$ cat src/common/ccec_pkg.sv
// constants and types of the core enhancement control block
//
// What this block does
// instruction bus cycle takes four clocks
// unstretched external data move takes two cycles
// stretch count in control register bits 2:0
// stretch N adds exactly N instruction cycles
// stretch count rewritable anytime, applies next move
// stretch resets to one, three-cycle moves
// fetch slots are dropped while a move is busy, so stretch delays fetches
// first pointer at 82h low, 83h high
// second pointer at 84h low, 85h high
// select bit picks first or second pointer
// select is bit 0 of 86h only
// increment of select register toggles pointer
// timers reset to twelve clocks per tick
// rate bit 1 four clocks, 0 twelve
// bits 5,4,3 set timers 2,1,0
// stretch applies to reads and writes alike
package ccec_pkg;

  // ---------------------------------------------------------------
  // special function register addresses
  // ---------------------------------------------------------------
  localparam logic [7:0] ADDR_DATA_POINTER_A_LOW = 8'h82;
  localparam logic [7:0] ADDR_DATA_POINTER_A_HIGH = 8'h83;
  localparam logic [7:0] ADDR_DATA_POINTER_B_LOW = 8'h84;
  localparam logic [7:0] ADDR_DATA_POINTER_B_HIGH = 8'h85;
  localparam logic [7:0] ADDR_POINTER_SELECT = 8'h86;
  localparam logic [7:0] ADDR_CORE_CLOCK_CONTROL = 8'h8E;

  // ---------------------------------------------------------------
  // fields and reset values
  // ---------------------------------------------------------------
  localparam int STRETCH_LSB = 0;
  localparam int STRETCH_MSB = 2;
  localparam int TIMER0_RATE_BIT = 3;
  localparam int TIMER1_RATE_BIT = 4;
  localparam int TIMER2_RATE_BIT = 5;
  localparam int SELECT_BIT = 0;
  localparam logic [7:0] CORE_CLOCK_CONTROL_RST = 8'h01;
  localparam logic [7:0] POINTER_SELECT_RST = 8'h00;
  localparam logic [7:0] DATA_POINTER_RST = 8'h00;

  // ---------------------------------------------------------------
  // cycle counts
  // ---------------------------------------------------------------
  localparam int CLKS_PER_INSTR_CYCLE = 4;
  localparam int CLKS_PER_FAST_TICK = 4;
  localparam int CLKS_PER_SLOW_TICK = 12;
  localparam int MOVE_BASE_CYCLES = 2;
  localparam logic [3:0] MOVE_BASE_CYCLES_4 = 4'h2;

  // ---------------------------------------------------------------
  // external data move sequencer states
  // ---------------------------------------------------------------
  typedef enum logic [2:0] {
    CCEC_IDLE = 3'b001,
    CCEC_BUSY = 3'b010,
    CCEC_DONE = 3'b100
  } ccec_move_e;

endpackage

$ cat src/verilog/ccec_tick_gen.sv
// one timer tick generator, four or twelve clocks per tick
`timescale 1ns/1ps
module ccec_tick_gen #(
  parameter int FAST_DIV = ccec_pkg::CLKS_PER_FAST_TICK,
  parameter int SLOW_DIV = ccec_pkg::CLKS_PER_SLOW_TICK
) (
  input wire logic clk_sys, // core clock
  input wire logic rst_n, // synchronised reset, active low
  input wire logic fast_sel, // 1 selects fast divider
  output logic tick // one-cycle tick pulse
);

  logic [3:0] cnt_r;
  logic [3:0] cnt_nxt;
  logic [3:0] last;
  logic wrap;

  assign last = fast_sel ? 4'(FAST_DIV - 1) : 4'(SLOW_DIV - 1);
  assign wrap = (cnt_r >= last);
  assign cnt_nxt = wrap ? 4'h0 : cnt_r + 4'h1;

  always_ff @(posedge clk_sys or negedge rst_n) begin
    if (!rst_n) begin
      cnt_r <= 4'h0;
      tick <= 1'b0;
    end else begin
      cnt_r <= cnt_nxt;
      tick <= wrap;
    end
  end

  property p_tick_spacing;
    @(posedge clk_sys) disable iff (!rst_n)
      ($rose(tick) && fast_sel) ##1 (fast_sel && !tick) [*3] |=> tick;
  endproperty
  a_tick_spacing: assert property (p_tick_spacing) else $error("fast tick spacing not four clocks");

endmodule // ccec_tick_gen

$ cat src/verilog/ccec_core_ctrl.sv
// core enhancement control: sfr file, dual pointers, move stretch, timer rates
`timescale 1ns/1ps
module ccec_core_ctrl (
  input wire logic clk_sys, // core clock, 10 MHz
  input wire logic rstn, // chip reset, active low
  input wire logic [7:0] sfr_addr, // special function register address
  input wire logic sfr_wr, // write strobe
  input wire logic [7:0] sfr_wdata, // write data
  input wire logic sfr_rd, // read strobe
  input wire logic ptr_inc, // increment active pointer
  input wire logic sel_inc, // increment applied to pointer select
  input wire logic move_start, // external data move begins
  input wire logic move_write, // 1 write, 0 read
  output logic [7:0] sfr_rdata, // read data
  output logic sfr_hit, // address belongs to this block
  output logic [15:0] active_ptr, // currently selected pointer
  output logic move_rd_strobe, // external read strobe
  output logic move_wr_strobe, // external write strobe
  output logic move_busy, // external data move in progress
  output logic move_done, // move completes, one pulse
  output logic instr_phase_end, // high the clock after the last clock of an instruction cycle
  output logic fetch_slot, // program fetch slot, dropped while move_busy
  output logic timer0_tick, // timer 0 count tick
  output logic timer1_tick, // timer 1 count tick
  output logic timer2_tick // timer 2 count tick
);

  // ---------------------------------------------------------------
  // reset synchroniser
  // ---------------------------------------------------------------
  logic rst_meta_r;
  logic rst_n_r;

  always_ff @(posedge clk_sys or negedge rstn) begin
    if (!rstn) begin
      rst_meta_r <= 1'b0;
      rst_n_r <= 1'b0;
    end else begin
      rst_meta_r <= 1'b1;
      rst_n_r <= rst_meta_r;
    end
  end

  // ---------------------------------------------------------------
  // register decode
  // ---------------------------------------------------------------
  logic [7:0] core_clock_control_r;
  logic [7:0] pointer_select_r;
  logic [15:0] primary_data_pointer_r;
  logic [15:0] secondary_data_pointer_r;
  logic [7:0] core_clock_control_nxt;
  logic [7:0] pointer_select_nxt;
  logic [15:0] primary_data_pointer_nxt;
  logic [15:0] secondary_data_pointer_nxt;

  wire hit_a_lo = (sfr_addr == ccec_pkg::ADDR_DATA_POINTER_A_LOW);
  wire hit_a_hi = (sfr_addr == ccec_pkg::ADDR_DATA_POINTER_A_HIGH);
  wire hit_b_lo = (sfr_addr == ccec_pkg::ADDR_DATA_POINTER_B_LOW);
  wire hit_b_hi = (sfr_addr == ccec_pkg::ADDR_DATA_POINTER_B_HIGH);
  wire hit_sel = (sfr_addr == ccec_pkg::ADDR_POINTER_SELECT);
  wire hit_ccc = (sfr_addr == ccec_pkg::ADDR_CORE_CLOCK_CONTROL);
  wire any_hit = hit_a_lo | hit_a_hi | hit_b_lo | hit_b_hi | hit_sel | hit_ccc;
  wire sel_b = pointer_select_r[ccec_pkg::SELECT_BIT];
  wire inc_a = ptr_inc & ~sel_b;
  wire inc_b = ptr_inc & sel_b;
  wire [15:0] ptr_a_inc = primary_data_pointer_r + 16'h0001;
  wire [15:0] ptr_b_inc = secondary_data_pointer_r + 16'h0001;

  // register writes take priority over pointer increments in the same cycle
  assign primary_data_pointer_nxt = {
    (sfr_wr & hit_a_hi) ? sfr_wdata : (inc_a ? ptr_a_inc[15:8] : primary_data_pointer_r[15:8]),
    (sfr_wr & hit_a_lo) ? sfr_wdata : (inc_a ? ptr_a_inc[7:0] : primary_data_pointer_r[7:0])
  };
  assign secondary_data_pointer_nxt = {
    (sfr_wr & hit_b_hi) ? sfr_wdata : (inc_b ? ptr_b_inc[15:8] : secondary_data_pointer_r[15:8]),
    (sfr_wr & hit_b_lo) ? sfr_wdata : (inc_b ? ptr_b_inc[7:0] : secondary_data_pointer_r[7:0])
  };
  // only the select bit is stored; increment flips it
  assign pointer_select_nxt = (sfr_wr & hit_sel) ? {7'h00, sfr_wdata[ccec_pkg::SELECT_BIT]} :
                              sel_inc ? {7'h00, ~sel_b} : pointer_select_r;
  assign core_clock_control_nxt = (sfr_wr & hit_ccc) ? {2'b00, sfr_wdata[5:0]} :
                                  core_clock_control_r;

  wire [7:0] rdata_nxt = hit_a_lo ? primary_data_pointer_r[7:0] :
                         hit_a_hi ? primary_data_pointer_r[15:8] :
                         hit_b_lo ? secondary_data_pointer_r[7:0] :
                         hit_b_hi ? secondary_data_pointer_r[15:8] :
                         hit_sel ? pointer_select_r :
                         hit_ccc ? core_clock_control_r : 8'h00;

  always_ff @(posedge clk_sys or negedge rst_n_r) begin
    if (!rst_n_r) begin
      core_clock_control_r <= ccec_pkg::CORE_CLOCK_CONTROL_RST;
      pointer_select_r <= ccec_pkg::POINTER_SELECT_RST;
      primary_data_pointer_r <= {ccec_pkg::DATA_POINTER_RST, ccec_pkg::DATA_POINTER_RST};
      secondary_data_pointer_r <= {ccec_pkg::DATA_POINTER_RST, ccec_pkg::DATA_POINTER_RST};
    end else begin
      core_clock_control_r <= core_clock_control_nxt;
      pointer_select_r <= pointer_select_nxt;
      primary_data_pointer_r <= primary_data_pointer_nxt;
      secondary_data_pointer_r <= secondary_data_pointer_nxt;
    end
  end

  always_ff @(posedge clk_sys or negedge rst_n_r) begin
    if (!rst_n_r) begin
      sfr_rdata <= 8'h00;
      sfr_hit <= 1'b0;
      active_ptr <= 16'h0000;
    end else begin
      sfr_rdata <= sfr_rd ? rdata_nxt : 8'h00;
      sfr_hit <= (sfr_rd | sfr_wr) & any_hit;
      active_ptr <= pointer_select_nxt[ccec_pkg::SELECT_BIT] ? secondary_data_pointer_nxt :
                    primary_data_pointer_nxt;
    end
  end

  // ---------------------------------------------------------------
  // instruction cycle phase
  // ---------------------------------------------------------------
  logic [1:0] phase_r;
  wire phase_last = (phase_r == 2'(ccec_pkg::CLKS_PER_INSTR_CYCLE - 1));
  wire [1:0] phase_nxt = phase_last ? 2'h0 : phase_r + 2'h1;

  always_ff @(posedge clk_sys or negedge rst_n_r) begin
    if (!rst_n_r) begin
      phase_r <= 2'h0;
      instr_phase_end <= 1'b0;
      fetch_slot <= 1'b0;
    end else begin
      phase_r <= phase_nxt;
      instr_phase_end <= phase_last;
      // fetch pacing depends on the phase and on move_busy, so a stretched move delays fetches
      fetch_slot <= phase_last & ~move_busy;
    end
  end

  // ---------------------------------------------------------------
  // external data move sequencer
  // ---------------------------------------------------------------
  ccec_pkg::ccec_move_e move_st_r;
  ccec_pkg::ccec_move_e move_st_nxt;
  logic [3:0] cyc_left_r;
  logic [3:0] cyc_left_nxt;
  logic dir_wr_r;

  // the count is sampled at the start, so a rewrite affects only later moves
  wire [3:0] move_len = ccec_pkg::MOVE_BASE_CYCLES_4 +
                        {1'b0, core_clock_control_r[ccec_pkg::STRETCH_MSB:ccec_pkg::STRETCH_LSB]};
  wire start_ok = move_start & (move_st_r == ccec_pkg::CCEC_IDLE);

  always_comb begin
    move_st_nxt = move_st_r;
    cyc_left_nxt = cyc_left_r;
    unique case (move_st_r)
      ccec_pkg::CCEC_IDLE: begin
        if (start_ok) begin
          move_st_nxt = ccec_pkg::CCEC_BUSY;
          cyc_left_nxt = move_len;
        end
      end
      ccec_pkg::CCEC_BUSY: begin
        if (phase_last) begin
          cyc_left_nxt = cyc_left_r - 4'h1;
          if (cyc_left_r == 4'h1) begin
            move_st_nxt = ccec_pkg::CCEC_DONE;
          end
        end
      end
      ccec_pkg::CCEC_DONE: begin
        move_st_nxt = ccec_pkg::CCEC_IDLE;
      end
      default: begin
        move_st_nxt = ccec_pkg::CCEC_IDLE;
        cyc_left_nxt = 4'h0;
      end
    endcase
  end

  wire busy_nxt = (move_st_nxt == ccec_pkg::CCEC_BUSY);

  always_ff @(posedge clk_sys or negedge rst_n_r) begin
    if (!rst_n_r) begin
      move_st_r <= ccec_pkg::CCEC_IDLE;
      cyc_left_r <= 4'h0;
      dir_wr_r <= 1'b0;
      move_busy <= 1'b0;
      move_done <= 1'b0;
      move_rd_strobe <= 1'b0;
      move_wr_strobe <= 1'b0;
    end else begin
      move_st_r <= move_st_nxt;
      cyc_left_r <= cyc_left_nxt;
      dir_wr_r <= start_ok ? move_write : dir_wr_r;
      move_busy <= busy_nxt;
      move_done <= (move_st_nxt == ccec_pkg::CCEC_DONE);
      // strobes held across every added cycle, reads and writes alike
      move_rd_strobe <= busy_nxt & ~(start_ok ? move_write : dir_wr_r);
      move_wr_strobe <= busy_nxt & (start_ok ? move_write : dir_wr_r);
    end
  end

  // ---------------------------------------------------------------
  // timer tick generators
  // ---------------------------------------------------------------
  ccec_tick_gen u_tick0 (
    .clk_sys(clk_sys),
    .rst_n(rst_n_r),
    .fast_sel(core_clock_control_r[ccec_pkg::TIMER0_RATE_BIT]),
    .tick(timer0_tick)
  );

  ccec_tick_gen u_tick1 (
    .clk_sys(clk_sys),
    .rst_n(rst_n_r),
    .fast_sel(core_clock_control_r[ccec_pkg::TIMER1_RATE_BIT]),
    .tick(timer1_tick)
  );

  ccec_tick_gen u_tick2 (
    .clk_sys(clk_sys),
    .rst_n(rst_n_r),
    .fast_sel(core_clock_control_r[ccec_pkg::TIMER2_RATE_BIT]),
    .tick(timer2_tick)
  );

  // ---------------------------------------------------------------
  // checks
  // ---------------------------------------------------------------
  property p_phase_period;
    @(posedge clk_sys) disable iff (!rst_n_r)
      instr_phase_end |=> !instr_phase_end [*3] ##1 instr_phase_end;
  endproperty
  a_phase_period: assert property (p_phase_period) else $error("instruction cycle not four clocks");

  property p_base_move;
    @(posedge clk_sys) disable iff (!rst_n_r)
      (start_ok && core_clock_control_r[2:0] == 3'h0 && phase_last) |=> move_busy [*8] ##1 move_done;
  endproperty
  a_base_move: assert property (p_base_move) else $error("unstretched move not two cycles");

  property p_len_load;
    @(posedge clk_sys) disable iff (!rst_n_r)
      start_ok |=> cyc_left_r == 4'h2 + {1'b0, $past(core_clock_control_r[2:0])};
  endproperty
  a_len_load: assert property (p_len_load) else $error("move length not two plus stretch");

  property p_max_move;
    @(posedge clk_sys) disable iff (!rst_n_r)
      (start_ok && core_clock_control_r[2:0] == 3'h7) |-> ##[34:37] move_done;
  endproperty
  a_max_move: assert property (p_max_move) else $error("stretch seven not nine cycles");

  property p_len_stable;
    @(posedge clk_sys) disable iff (!rst_n_r)
      (move_st_r == ccec_pkg::CCEC_BUSY && !phase_last) |=> $stable(cyc_left_r);
  endproperty
  a_len_stable: assert property (p_len_stable) else $error("move count changed mid cycle");

  property p_reset_stretch;
    @(posedge clk_sys) $rose(rst_n_r) |-> core_clock_control_r == 8'h01;
  endproperty
  a_reset_stretch: assert property (p_reset_stretch) else $error("control register reset not 01");

  property p_fetch_free;
    @(posedge clk_sys) disable iff (!rst_n_r)
      fetch_slot |-> instr_phase_end;
  endproperty
  a_fetch_free: assert property (p_fetch_free) else $error("fetch slot off phase");

  property p_active_sel;
    @(posedge clk_sys) disable iff (!rst_n_r)
      ##1 active_ptr == (sel_b ? secondary_data_pointer_r : primary_data_pointer_r);
  endproperty
  a_active_sel: assert property (p_active_sel) else $error("active pointer mismatch");

  property p_sel_bits;
    @(posedge clk_sys) disable iff (!rst_n_r)
      pointer_select_r[7:1] == 7'h00;
  endproperty
  a_sel_bits: assert property (p_sel_bits) else $error("unused select bits set");

  property p_sel_toggle;
    @(posedge clk_sys) disable iff (!rst_n_r)
      (sel_inc && !(sfr_wr && hit_sel)) |=> sel_b != $past(sel_b);
  endproperty
  a_sel_toggle: assert property (p_sel_toggle) else $error("increment did not toggle select");

  property p_strobe_hold;
    @(posedge clk_sys) disable iff (!rst_n_r)
      move_busy |-> (move_rd_strobe ^ move_wr_strobe);
  endproperty
  a_strobe_hold: assert property (p_strobe_hold) else $error("strobe dropped during move");

  property p_ccc_write;
    @(posedge clk_sys) disable iff (!rst_n_r)
      (sfr_wr && hit_ccc) |=> core_clock_control_r[2:0] == $past(sfr_wdata[2:0]);
  endproperty
  a_ccc_write: assert property (p_ccc_write) else $error("stretch count write lost");

  property p_rate_write;
    @(posedge clk_sys) disable iff (!rst_n_r)
      (sfr_wr && hit_ccc) |=> core_clock_control_r[5:3] == $past(sfr_wdata[5:3]);
  endproperty
  a_rate_write: assert property (p_rate_write) else $error("timer rate write lost");

  property p_sel_write;
    @(posedge clk_sys) disable iff (!rst_n_r)
      (sfr_wr && hit_sel) |=> pointer_select_r == {7'h00, $past(sfr_wdata[0])};
  endproperty
  a_sel_write: assert property (p_sel_write) else $error("select write not bit 0 only");

  property p_inc_a;
    @(posedge clk_sys) disable iff (!rst_n_r)
      (ptr_inc && !sel_b && !(sfr_wr && (hit_a_lo || hit_a_hi))) |=>
        primary_data_pointer_r == $past(primary_data_pointer_r) + 16'h0001;
  endproperty
  a_inc_a: assert property (p_inc_a) else $error("first pointer not incremented");

  property p_inc_b;
    @(posedge clk_sys) disable iff (!rst_n_r)
      (ptr_inc && sel_b && !(sfr_wr && (hit_b_lo || hit_b_hi))) |=>
        secondary_data_pointer_r == $past(secondary_data_pointer_r) + 16'h0001;
  endproperty
  a_inc_b: assert property (p_inc_b) else $error("second pointer not incremented");

  property p_start_busy;
    @(posedge clk_sys) disable iff (!rst_n_r)
      start_ok |=> move_busy && !move_done;
  endproperty
  a_start_busy: assert property (p_start_busy) else $error("move did not start");

  property p_done_pulse;
    @(posedge clk_sys) disable iff (!rst_n_r)
      move_done |=> !move_done && !move_busy;
  endproperty
  a_done_pulse: assert property (p_done_pulse) else $error("move done not one pulse");

  property p_ignore_start;
    @(posedge clk_sys) disable iff (!rst_n_r)
      (move_start && move_busy) |=> move_busy || move_done;
  endproperty
  a_ignore_start: assert property (p_ignore_start) else $error("start during move disturbed it");

  property p_strobe_busy;
    @(posedge clk_sys) disable iff (!rst_n_r)
      (move_rd_strobe || move_wr_strobe) |-> move_busy;
  endproperty
  a_strobe_busy: assert property (p_strobe_busy) else $error("strobe outside move");

  property p_strobe_dir;
    @(posedge clk_sys) disable iff (!rst_n_r)
      start_ok |=> move_wr_strobe == $past(move_write);
  endproperty
  a_strobe_dir: assert property (p_strobe_dir) else $error("strobe kind not move direction");

endmodule // ccec_core_ctrl

$ cat config.mk
export PLATFORM = sky130hd
export DESIGN_NAME = ccec_core_ctrl
export DESIGN_NICKNAME = d
export VERILOG_FILES = /design/src/common/ccec_pkg.sv /design/src/verilog/ccec_tick_gen.sv /design/src/verilog/ccec_core_ctrl.sv
export SDC_FILE = /design/constraint.sdc
export NUM_CORES = 1
export LEC_CHECK = 0
export BUFFER_PORTS_ARGS = -buffer_cell sky130_fd_sc_hd__buf_2
export CAP_MARGIN = 20
export CORE_MARGIN = 2
export CORE_UTILIZATION = 63
export CTS_CLUSTER_SIZE = 20
export DETAILED_ROUTE_END_ITERATION = 16
export PLACE_DENSITY = 0.95
export SYNTH_ARGS = -nofsm -noshare
export SYNTH_HDL_FRONTEND = slang
export SYNTH_SLANG_ARGS = --single-unit
$ cat constraint.sdc
create_clock -name clk_sys -period 8.8 [get_ports clk_sys]
set_clock_uncertainty 0.2 [all_clocks]
set_input_delay 1.76 -clock clk_sys [delete_from_list [all_inputs] [get_ports clk_sys]]
set_output_delay 1.76 -clock clk_sys [all_outputs]
set_load 0.02 [all_outputs]
---- Word-level counts from Yosys, hierarchy flattened ----
Cells that the tools add are included.
storage, ports and cells
  register bits ........................... 104
  logic and storage cells ................. 110
cells by class
  add/sub/neg operators ................... 8
  order comparisons ....................... 3
  equality and inequality tests ........... 15
  multiplexer cells ....................... 33
  bitwise gates (word level) .............. 23
  reductions and logical operators ........ 2
operators with widths
  kind                   count
  $mux 8                 16
  $eq 8x8->1 const B     6
  $add 16x1->16 const B  2
  $mux 4                 8
  $mux 16                1
  $and 1x1->1            13
  $add 4x1->4 const B    3
  $ge 4x4->1             3
  $pmux 4 s3             1
  $mux 3                 3
  $eq 3x2->1 const B     2
  $eq 3x3->1 const B     2
  $mux 6                 1
  $or 1x1->1             6
  $pmux 3 s2             1
  $add 2x3->4 const A    1
  $eq 4x1->1 const B     1
  $ne 2x2->1 const B     2
  $not 1->1              4
  $sub 4x1->4 const B    1
  $eq 3x1->1 const B     1
  $reduce_and 3->1       1
  $add 2x1->2 const B    1
  $eq 2x2->1 const B     1
  other kinds (3)        3

---- Logic depth before layout (Yosys ltp) ----
Gate-level depths: netlist (run 1).
  word-level depth ........................ 8
  depth in mapped cells ................... 8
  depth with buffers taken out ............ 6

---- By module ----
From an unflattened synthesis (run 1), not the netlist that was laid out.
second synthesis, totals
  cells, all modules ...................... 474
  area, all modules ....................... 4890.9 µm²
by module, submodules not included
  module          instances  cells an instance  area each (µm²)  sequential area each (µm²)
  ccec_core_ctrl  1          423                4192.8           2054.5
  ccec_tick_gen   3          17                 232.7            125.1

---- Least setup slack after synthesis (run 1) ----
Ideal clock, no wire load.
  kind .................................... input to register
  from .................................... input sfr_addr[5]
  to ...................................... register active_ptr[5]
  setup time .............................. 0.123 ns
  arrival time ............................ 3.563 ns
  required time ........................... 8.477 ns
  path slack .............................. 4.915 ns
  cell stages on the path ................. 6
  cell sequence ........................... or4b_1 -> buf_2 -> or4b_4 -> buf_6 -> mux2_2 -> o221a_1
between the ends
  word-level cells in the longest chain between the ends .. 4
  elaborated cells between the ends (all ways) .. 10
  those cells by class .................... eq/ne: 3; mux: 4; bitwise: 3
RTL lines
  what                            line                                                              text
  start, declared                 ccec_core_ctrl.sv:6                                               input wire logic [7:0] sfr_addr,
  $eq 8x8->1 (on tied branches)   ccec_core_ctrl.sv:56, ccec_core_ctrl.sv:58, ccec_core_ctrl.sv:60
  $and 1x1->1 (on tied branches)  ccec_core_ctrl.sv:72, ccec_core_ctrl.sv:76, ccec_core_ctrl.sv:79
  $mux 8 (on tied branches)       ccec_core_ctrl.sv:72, ccec_core_ctrl.sv:76, ccec_core_ctrl.sv:79
  $mux 16 *                       ccec_core_ctrl.sv:113                                             active_ptr <= pointer_select_nxt[ccec_pkg::SELECT_BIT] ? secondary_data_pointer_nxt :
  end signal, assigned            ccec_core_ctrl.sv:113
  end, declared                   ccec_core_ctrl.sv:16                                              output logic [15:0] active_ptr,
Mark *: on every way between the ends. The rest lies on a longest branch, timed or not.
A chain may end at the register's enable or synchronous reset.

---- Final worst setup path (run 1) ----
  from .................................... input sfr_addr[5]
  to ...................................... register active_ptr[13]
between the ends
  word-level cells in the longest chain between the ends .. 4
  elaborated cells between the ends (all ways) .. 10
  those cells by class .................... eq/ne: 3; mux: 4; bitwise: 3
RTL lines
  what                            line
  $eq 8x8->1 (on tied branches)   ccec_core_ctrl.sv:57, ccec_core_ctrl.sv:59, ccec_core_ctrl.sv:60
  $and 1x1->1 (on tied branches)  ccec_core_ctrl.sv:71, ccec_core_ctrl.sv:75, ccec_core_ctrl.sv:79
  $mux 8 (on tied branches)       ccec_core_ctrl.sv:71, ccec_core_ctrl.sv:75, ccec_core_ctrl.sv:79
  $mux 16 *                       ccec_core_ctrl.sv:113
Marks and branches as above.

==> flow_summary.json, run 1 <==
{
  "fill_cells": 542,
  "grt_pass1_vias": 3911,
  "synth_most_common_cell": "dfrtp_1",
  "ys.flop_type": "dfrtp_1",
  "cts-htree-levels": 3,
  "setup_slack_ns": 4.65,
  "drt-initial-drc-count": 405,
  "slowest_stage": "nand4_1",
  "ys_top_cells_by_area": "dfrtp_1 49%, nor2_1 4.6%, xnor2_1 4.3%",
  "synth_nets": 517,
  "rsz0062_at_grt": "false",
  "worstPathArrival_ns": 4.20,
  "antenna-diode-count": 0,
  "hold_viol_final": 0,
  "grt_pass1_wl_um": 20000,
  "fmax_mhz": 241,
  "yosys_warnings": 0,
  "yosys.area.top_type_share": 0.490,
  "post-cts-setup-buffers": 0,
  "drc": 0,
  "min_path_type": "register to async pin",
  "status": "finished clean",
  "drv_slew": 0,
  "area_growth_pct": 11.0,
  "wl_per_cell_um": 19.3,
  "cts.sinks": 97,
  "critPathRequiredTime_ns": 8.85,
  "p_per_area_nw_per_um2": 275,
  "die_area_sq_um": 8410,
  "setup_violations": 0,
  "crit_path_start_kind": "primary input",
  "die_w_um": 91.7,
  "initial_core_util": 0.658,
  "path_cells": "buf_2, nor4b_1, nand4_1, o21ai_1, nor2_1, a221o_1",
  "drive_gt1_frac": 0.208,
  "root_buffer": "clkbuf_8",
  "syn_inst": 481,
  "grt_overflow": 0,
  "viasPerCell": 6.21,
  "vdd_drop_max_v": 0.000193,
  "synth_common_cells": "95 x dfrtp_1, 60 x nor2_1, 34 x a21oi_1",
  "synth_cell_type_count": 57,
  "finalNetCount": 569,
  "end_kind": "register",
  "portBuffers": 57,
  "dp_hpwl_um": 9150,
  "dp_slack_ns": 4.35,
  "die_y_um": 91.7,
  "antenna_found_initial": 0,
  "avgSynthCellArea_sq_um": 10.1,
  "vias": 3958,
  "r2r_cells": 5,
  "firstDrtPassIters": 5,
  "cts_buffers": 9,
  "cts_tree": "yes",
  "cts_hold_buf": 0,
  "postSynth.asyncResetShare": 1.00,
  "cp_max_fo": 17,
  "clk_pin_slew_ns": 0.09,
  "gp_congestion": 0.959,
  "fin_crit_sh": 0.471,
  "worstMarginPinSlew_ns": 0.799,
  "cts-resized-gates": 0,
  "postLayoutCoreUtil": 0.730,
  "synth_edf_count": 0,
  "setup_tns_ns": 0,
  "postRouteAntennaNets": 0,
  "ios": 58,
  "holdWs_ns": 0.124,
  "p_leak_nw": 2.49,
  "num_rows": 31,
  "netlist_area_sq_um": 4850,
  "maxCapViolations": 0,
  "critPathKind": "primary input to register",
  "period_minus_slack_ns": 4.15,
  "track_usage": 0.312,
  "relSlewSlack": 0.460,
  "max_stage_delay_ns": 0.72,
  "grt_max_degree": 53,
  "wirelength_um": 12300,
  "clk_path_buf_depth": 2,
  "ys_seq_area_frac": 0.501,
  "clkLatencyLatePin_ns": 0.37,
  "core_area_sq_um": 7370,
  "synth_area_leader_cell": "dfrtp_1",
  "ys_seq_elements": 97
}
[state kept, by name, indices dropped and copies added (netlist names), 2 cells and up]
signal                    cells
cyc_left_r                    4
u_tick0.cnt_r                 4
u_tick1.cnt_r                 4
secondary_data_pointer_r     16
move_st_r                     3
active_ptr                   16
sfr_rdata                     8
u_tick2.cnt_r                 4
phase_r                       2
primary_data_pointer_r       16
core_clock_control_r          6
[cell type report]
type                       instances  area, sq um  area share
clock buffer                       9          124      0.0230
clock inverter                     7         70.1      0.0130
inverter                          23         86.3      0.0160
multi-input combinational        343         2240       0.417
sequential                        97         2430       0.452
tap                               99          124      0.0230
timing repair buffer              59          300      0.0558
[cells in the final DEF (no fill, tap or decap), types with 3 or more instances in the layout]
| cell | synthesis | routed |
|---|---|---|
| a21oi_1 | 34 | 34 |
| a21oi_2 | 4 | 4 |
| a22oi_1 | 6 | 6 |
| a32oi_1 | 3 | 3 |
| and2_1 | 4 | 4 |
| buf_2 | 5 | 57 |
| clkbuf_8 | 0 | 9 |
| clkinv_2 | 0 | 3 |
| dfrtp_1 | 95 | 94 |
| ha_1 | 12 | 12 |
| inv_1 | 22 | 22 |
| mux2_2 | 15 | 15 |
| mux2i_1 | 9 | 9 |
| nand2_1 | 24 | 24 |
| nand2b_1 | 11 | 11 |
| nand3_1 | 17 | 17 |
| nand4_1 | 12 | 12 |
| nor2_1 | 60 | 60 |
| nor2b_1 | 4 | 4 |
| nor3_1 | 11 | 11 |
| nor4_1 | 7 | 7 |
| o211ai_1 | 3 | 3 |
| o21a_1 | 5 | 5 |
| o21ai_0 | 20 | 20 |
| o221a_2 | 6 | 6 |
| o22ai_1 | 3 | 3 |
| or2_2 | 3 | 3 |
| or4_1 | 3 | 3 |
| xnor2_1 | 24 | 24 |
| xor2_1 | 10 | 10 |
[metrics by stage]
stage               cell area [sq um]  total power [mW]  instances
floorplan                        4850              1.03        481
global placement                 5190              1.16        621
detailed placement               5190              1.19        621
CTS                              5380              1.48        637
global route                     5380              1.57        637
finish                           5380              1.48        637
[metal layers]
layer | track usage | up-vias | part of all wire
met3 | 0.0772 | 32 | 0.10
met1 | 0.429 | 1889 | 0.41
met5 | 0 | - | 0
met2 | 0.477 | 230 | 0.46
li1 | - | 1807 | -
met4 | 0.128 | 0 | 0.029
[power by group]
part / leakage [nW] / internal [mW] / switching, mW
clock: 0.0994 / 0.131 / 0.156
combinational: 1.17 / 0.206 / 0.294
sequential: 1.23 / 0.571 / 0.124
[worst paths after layout]
path / from / to / slack [ns]
max in group asynchronous: rst_n_r / active_ptr[15] / 7.25
worst max-delay path: sfr_addr[5] / active_ptr[13] / 4.65
worst min-delay path: rst_n_r / u_tick2.cnt_r[1] / 0.12
worst min register to register: rst_n_r / u_tick2.cnt_r[1] / 0.12
min in group clk_sys: rst_meta_r / rst_n_r / 0.17
worst max register to register: pointer_select_r[0] / active_ptr[0] / 6.33
[critical path, delay by kind of cell]
| family | cells | cell delay, ns |
|---|---|---|
| simple gates | 3 | 1.53 |
| compound gates | 2 | 0.81 |
| buf+inv | 1 | 0.10 |
[cells by family after synthesis]
logic type / Yosys count / share of synthesized area
AOI/OAI and AO/OA: 99 / 0.135
xor gates and xnor gates: 34 / 0.0614
adders and majority gates: 12 / 0.0310
buffers and inverters: 41 / 0.0361
DFF: 97 / 0.501
muxes: 25 / 0.0557
other: 1 / 0.000773
and+or+nand+nor: 172 / 0.179
Note: power is estimated with default switching activity, not from simulation.
==> inputs of run 2 (changes only) <==
Settings changed: CORE_UTILIZATION 63 to 58, PLACE_DENSITY 0.95 to 0.9.
Clock period 8.8 ns to 3.95 ns, I/O delays scaled along.
==> flow_summary.json, run 2 (synthesis results as in run 1) <==
{
  "gp_congestion": 0.974,
  "dp_hpwl_um": 9050,
  "fin_crit_sh": 0.728,
  "reg_top3": "active_ptr x16, primary_data_pointer_r x16, secondary_data_pointer_r x16",
  "cts_buffers": 9,
  "critPathKind": "primary input to register",
  "root_buffer": "clkbuf_8",
  "core_area_sq_um": 8180,
  "worstMarginPinSlew_ns": 0.928,
  "p_leak_nw": 2.52,
  "wl_per_cell_um": 18.6,
  "p_per_area_nw_per_um2": 612,
  "cts.sinks": 97,
  "hold_end": "rst_n_r",
  "vdd_drop_max_v": 0.000405,
  "crit_path_start_kind": "primary input",
  "drive_gt1_frac": 0.212,
  "drt-initial-drc-count": 369,
  "grt_max_degree": 65,
  "antenna-diode-count": 0,
  "antenna_found_initial": 0,
  "setup_violations": 0,
  "finalPower_mw": 3.32,
  "critPathRequiredTime_ns": 4.00,
  "clk_pin_slew_ns": 0.09,
  "layout_commonest_cell": "dfrtp_1",
  "num_rows": 33,
  "track_usage": 0.284,
  "min_path_type": "register to register",
  "finalNetCount": 573,
  "die_w_um": 95.4,
  "setup_slack_ns": 1.08,
  "r2r_slack_ns": 1.45,
  "firstDrtPassIters": 5,
  "clkLatencyLatePin_ns": 0.37,
  "die_area_sq_um": 9110,
  "status": "finished clean",
  "period_minus_slack_ns": 2.87,
  "vias": 3945,
  "cts-htree-levels": 3,
  "clk_path_buf_depth": 2,
  "rsz0062_at_grt": "false",
  "reg2reg_from": "primary_data_pointer_r[2]",
  "drv_slew": 0,
  "dp_slack_ns": 0.770,
  "reg2reg_to": "active_ptr[15]",
  "multiInputGateArea_sq_um": 2240,
  "relSlewSlack": 0.373,
  "cts-resized-gates": 0,
  "cts_tree": "yes",
  "hold_viol_final": 0,
  "portBuffers": 57,
  "fill_cells": 651,
  "maxCapViolations": 0,
  "end_kind": "register",
  "grt_pass1_vias": 3731,
  "ios": 58,
  "initial_core_util": 0.593,
  "area_growth_pct": 12.0,
  "fmax_mhz": 348,
  "grt_pass1_wl_um": 19300,
  "worstHoldStart": "rst_meta_r",
  "r2r_cells": 5,
  "viasPerCell": 6.10,
  "seqCellArea_sq_um": 2430,
  "worstPathArrival_ns": 2.92,
  "layout_common_cells": "94 x dfrtp_1, 60 x nor2_1, 57 x buf_2, 34 x a21oi_1",
  "cp_max_fo": 7,
  "die_y_um": 95.4,
  "drc": 0,
  "grt_overflow": 0,
  "postRouteAntennaNets": 0,
  "wirelength_um": 12100,
  "whs_path_depth": 0,
  "setup_tns_ns": 0
}
run 2: cell count changes in the layout (fill, tap and decap cells not counted):
cell / change
dlygate4sd3_1: +1
clkinv_2: -1
clkbuf_8: +1
buf_4: +3
run 2: worst max-delay path by stage:
stage                startpoint             to  slack (ns)  cells after the start
detailed placement  sfr_addr[5]  active_ptr[6]        0.77                      5
global placement    sfr_addr[5]  active_ptr[6]        0.78                      6
CTS                 sfr_addr[5]  active_ptr[6]        1.15                      5
global route        sfr_addr[5]  active_ptr[8]        1.03                      5
floorplan               rst_n_r  active_ptr[0]        0.85                      0
finish              sfr_addr[5]  active_ptr[8]        1.08                      5
run 2: routing by layer:
layer / track usage / vias to the layer above / share of wire
met5: 0 / - / 0
met4: 0.117 / 0 / 0.026
met3: 0.0372 / 26 / 0.084
met2: 0.433 / 219 / 0.45
met1: 0.413 / 1875 / 0.44
li1: - / 1825 / -
run 2: layout make-up:
type	count	share of cell area
flip-flops and latches	97	0.448
repair buffers	63	0.0613
inverters	23	0.0159
multi-input cells	343	0.413
clock inverters	6	0.0120
well taps	105	0.0242
clock buffers	10	0.0253
run 2: critical path: stages:
cell	delay [ns]
buf_2	0.10
or4b_1	0.69
nor3_1	0.67
o21ai_0	0.31
mux2_1	0.35
run 2: report_power, final:
group	total [mW]	switching, mW	internal, mW
logic	1.11	0.652	0.457
registers	1.56	0.285	1.27
clock network	0.659	0.348	0.311
total	3.32	1.28	2.04
run 2: what timing repair did:
action	CTS	global route
buffers inserted	0	0
hold buffers	1	0
endpoints found under the hold margin	2	0
run 2: metrics by stage:
| stage | cells | instance area (sq um) | util | hold slack, ns |
|---|---|---|---|---|
| after floorplan | 481 | 4850 | - | 0.131 |
| after global placement | 630 | 5220 | 0.638 | 0.142 |
| after detailed placement | 630 | 5220 | 0.638 | 0.136 |
| after CTS | 647 | 5430 | 0.664 | 0.156 |
| after global routing | 647 | 5430 | 0.664 | 0.170 |
| final | 647 | 5430 | 0.664 | 0.156 |
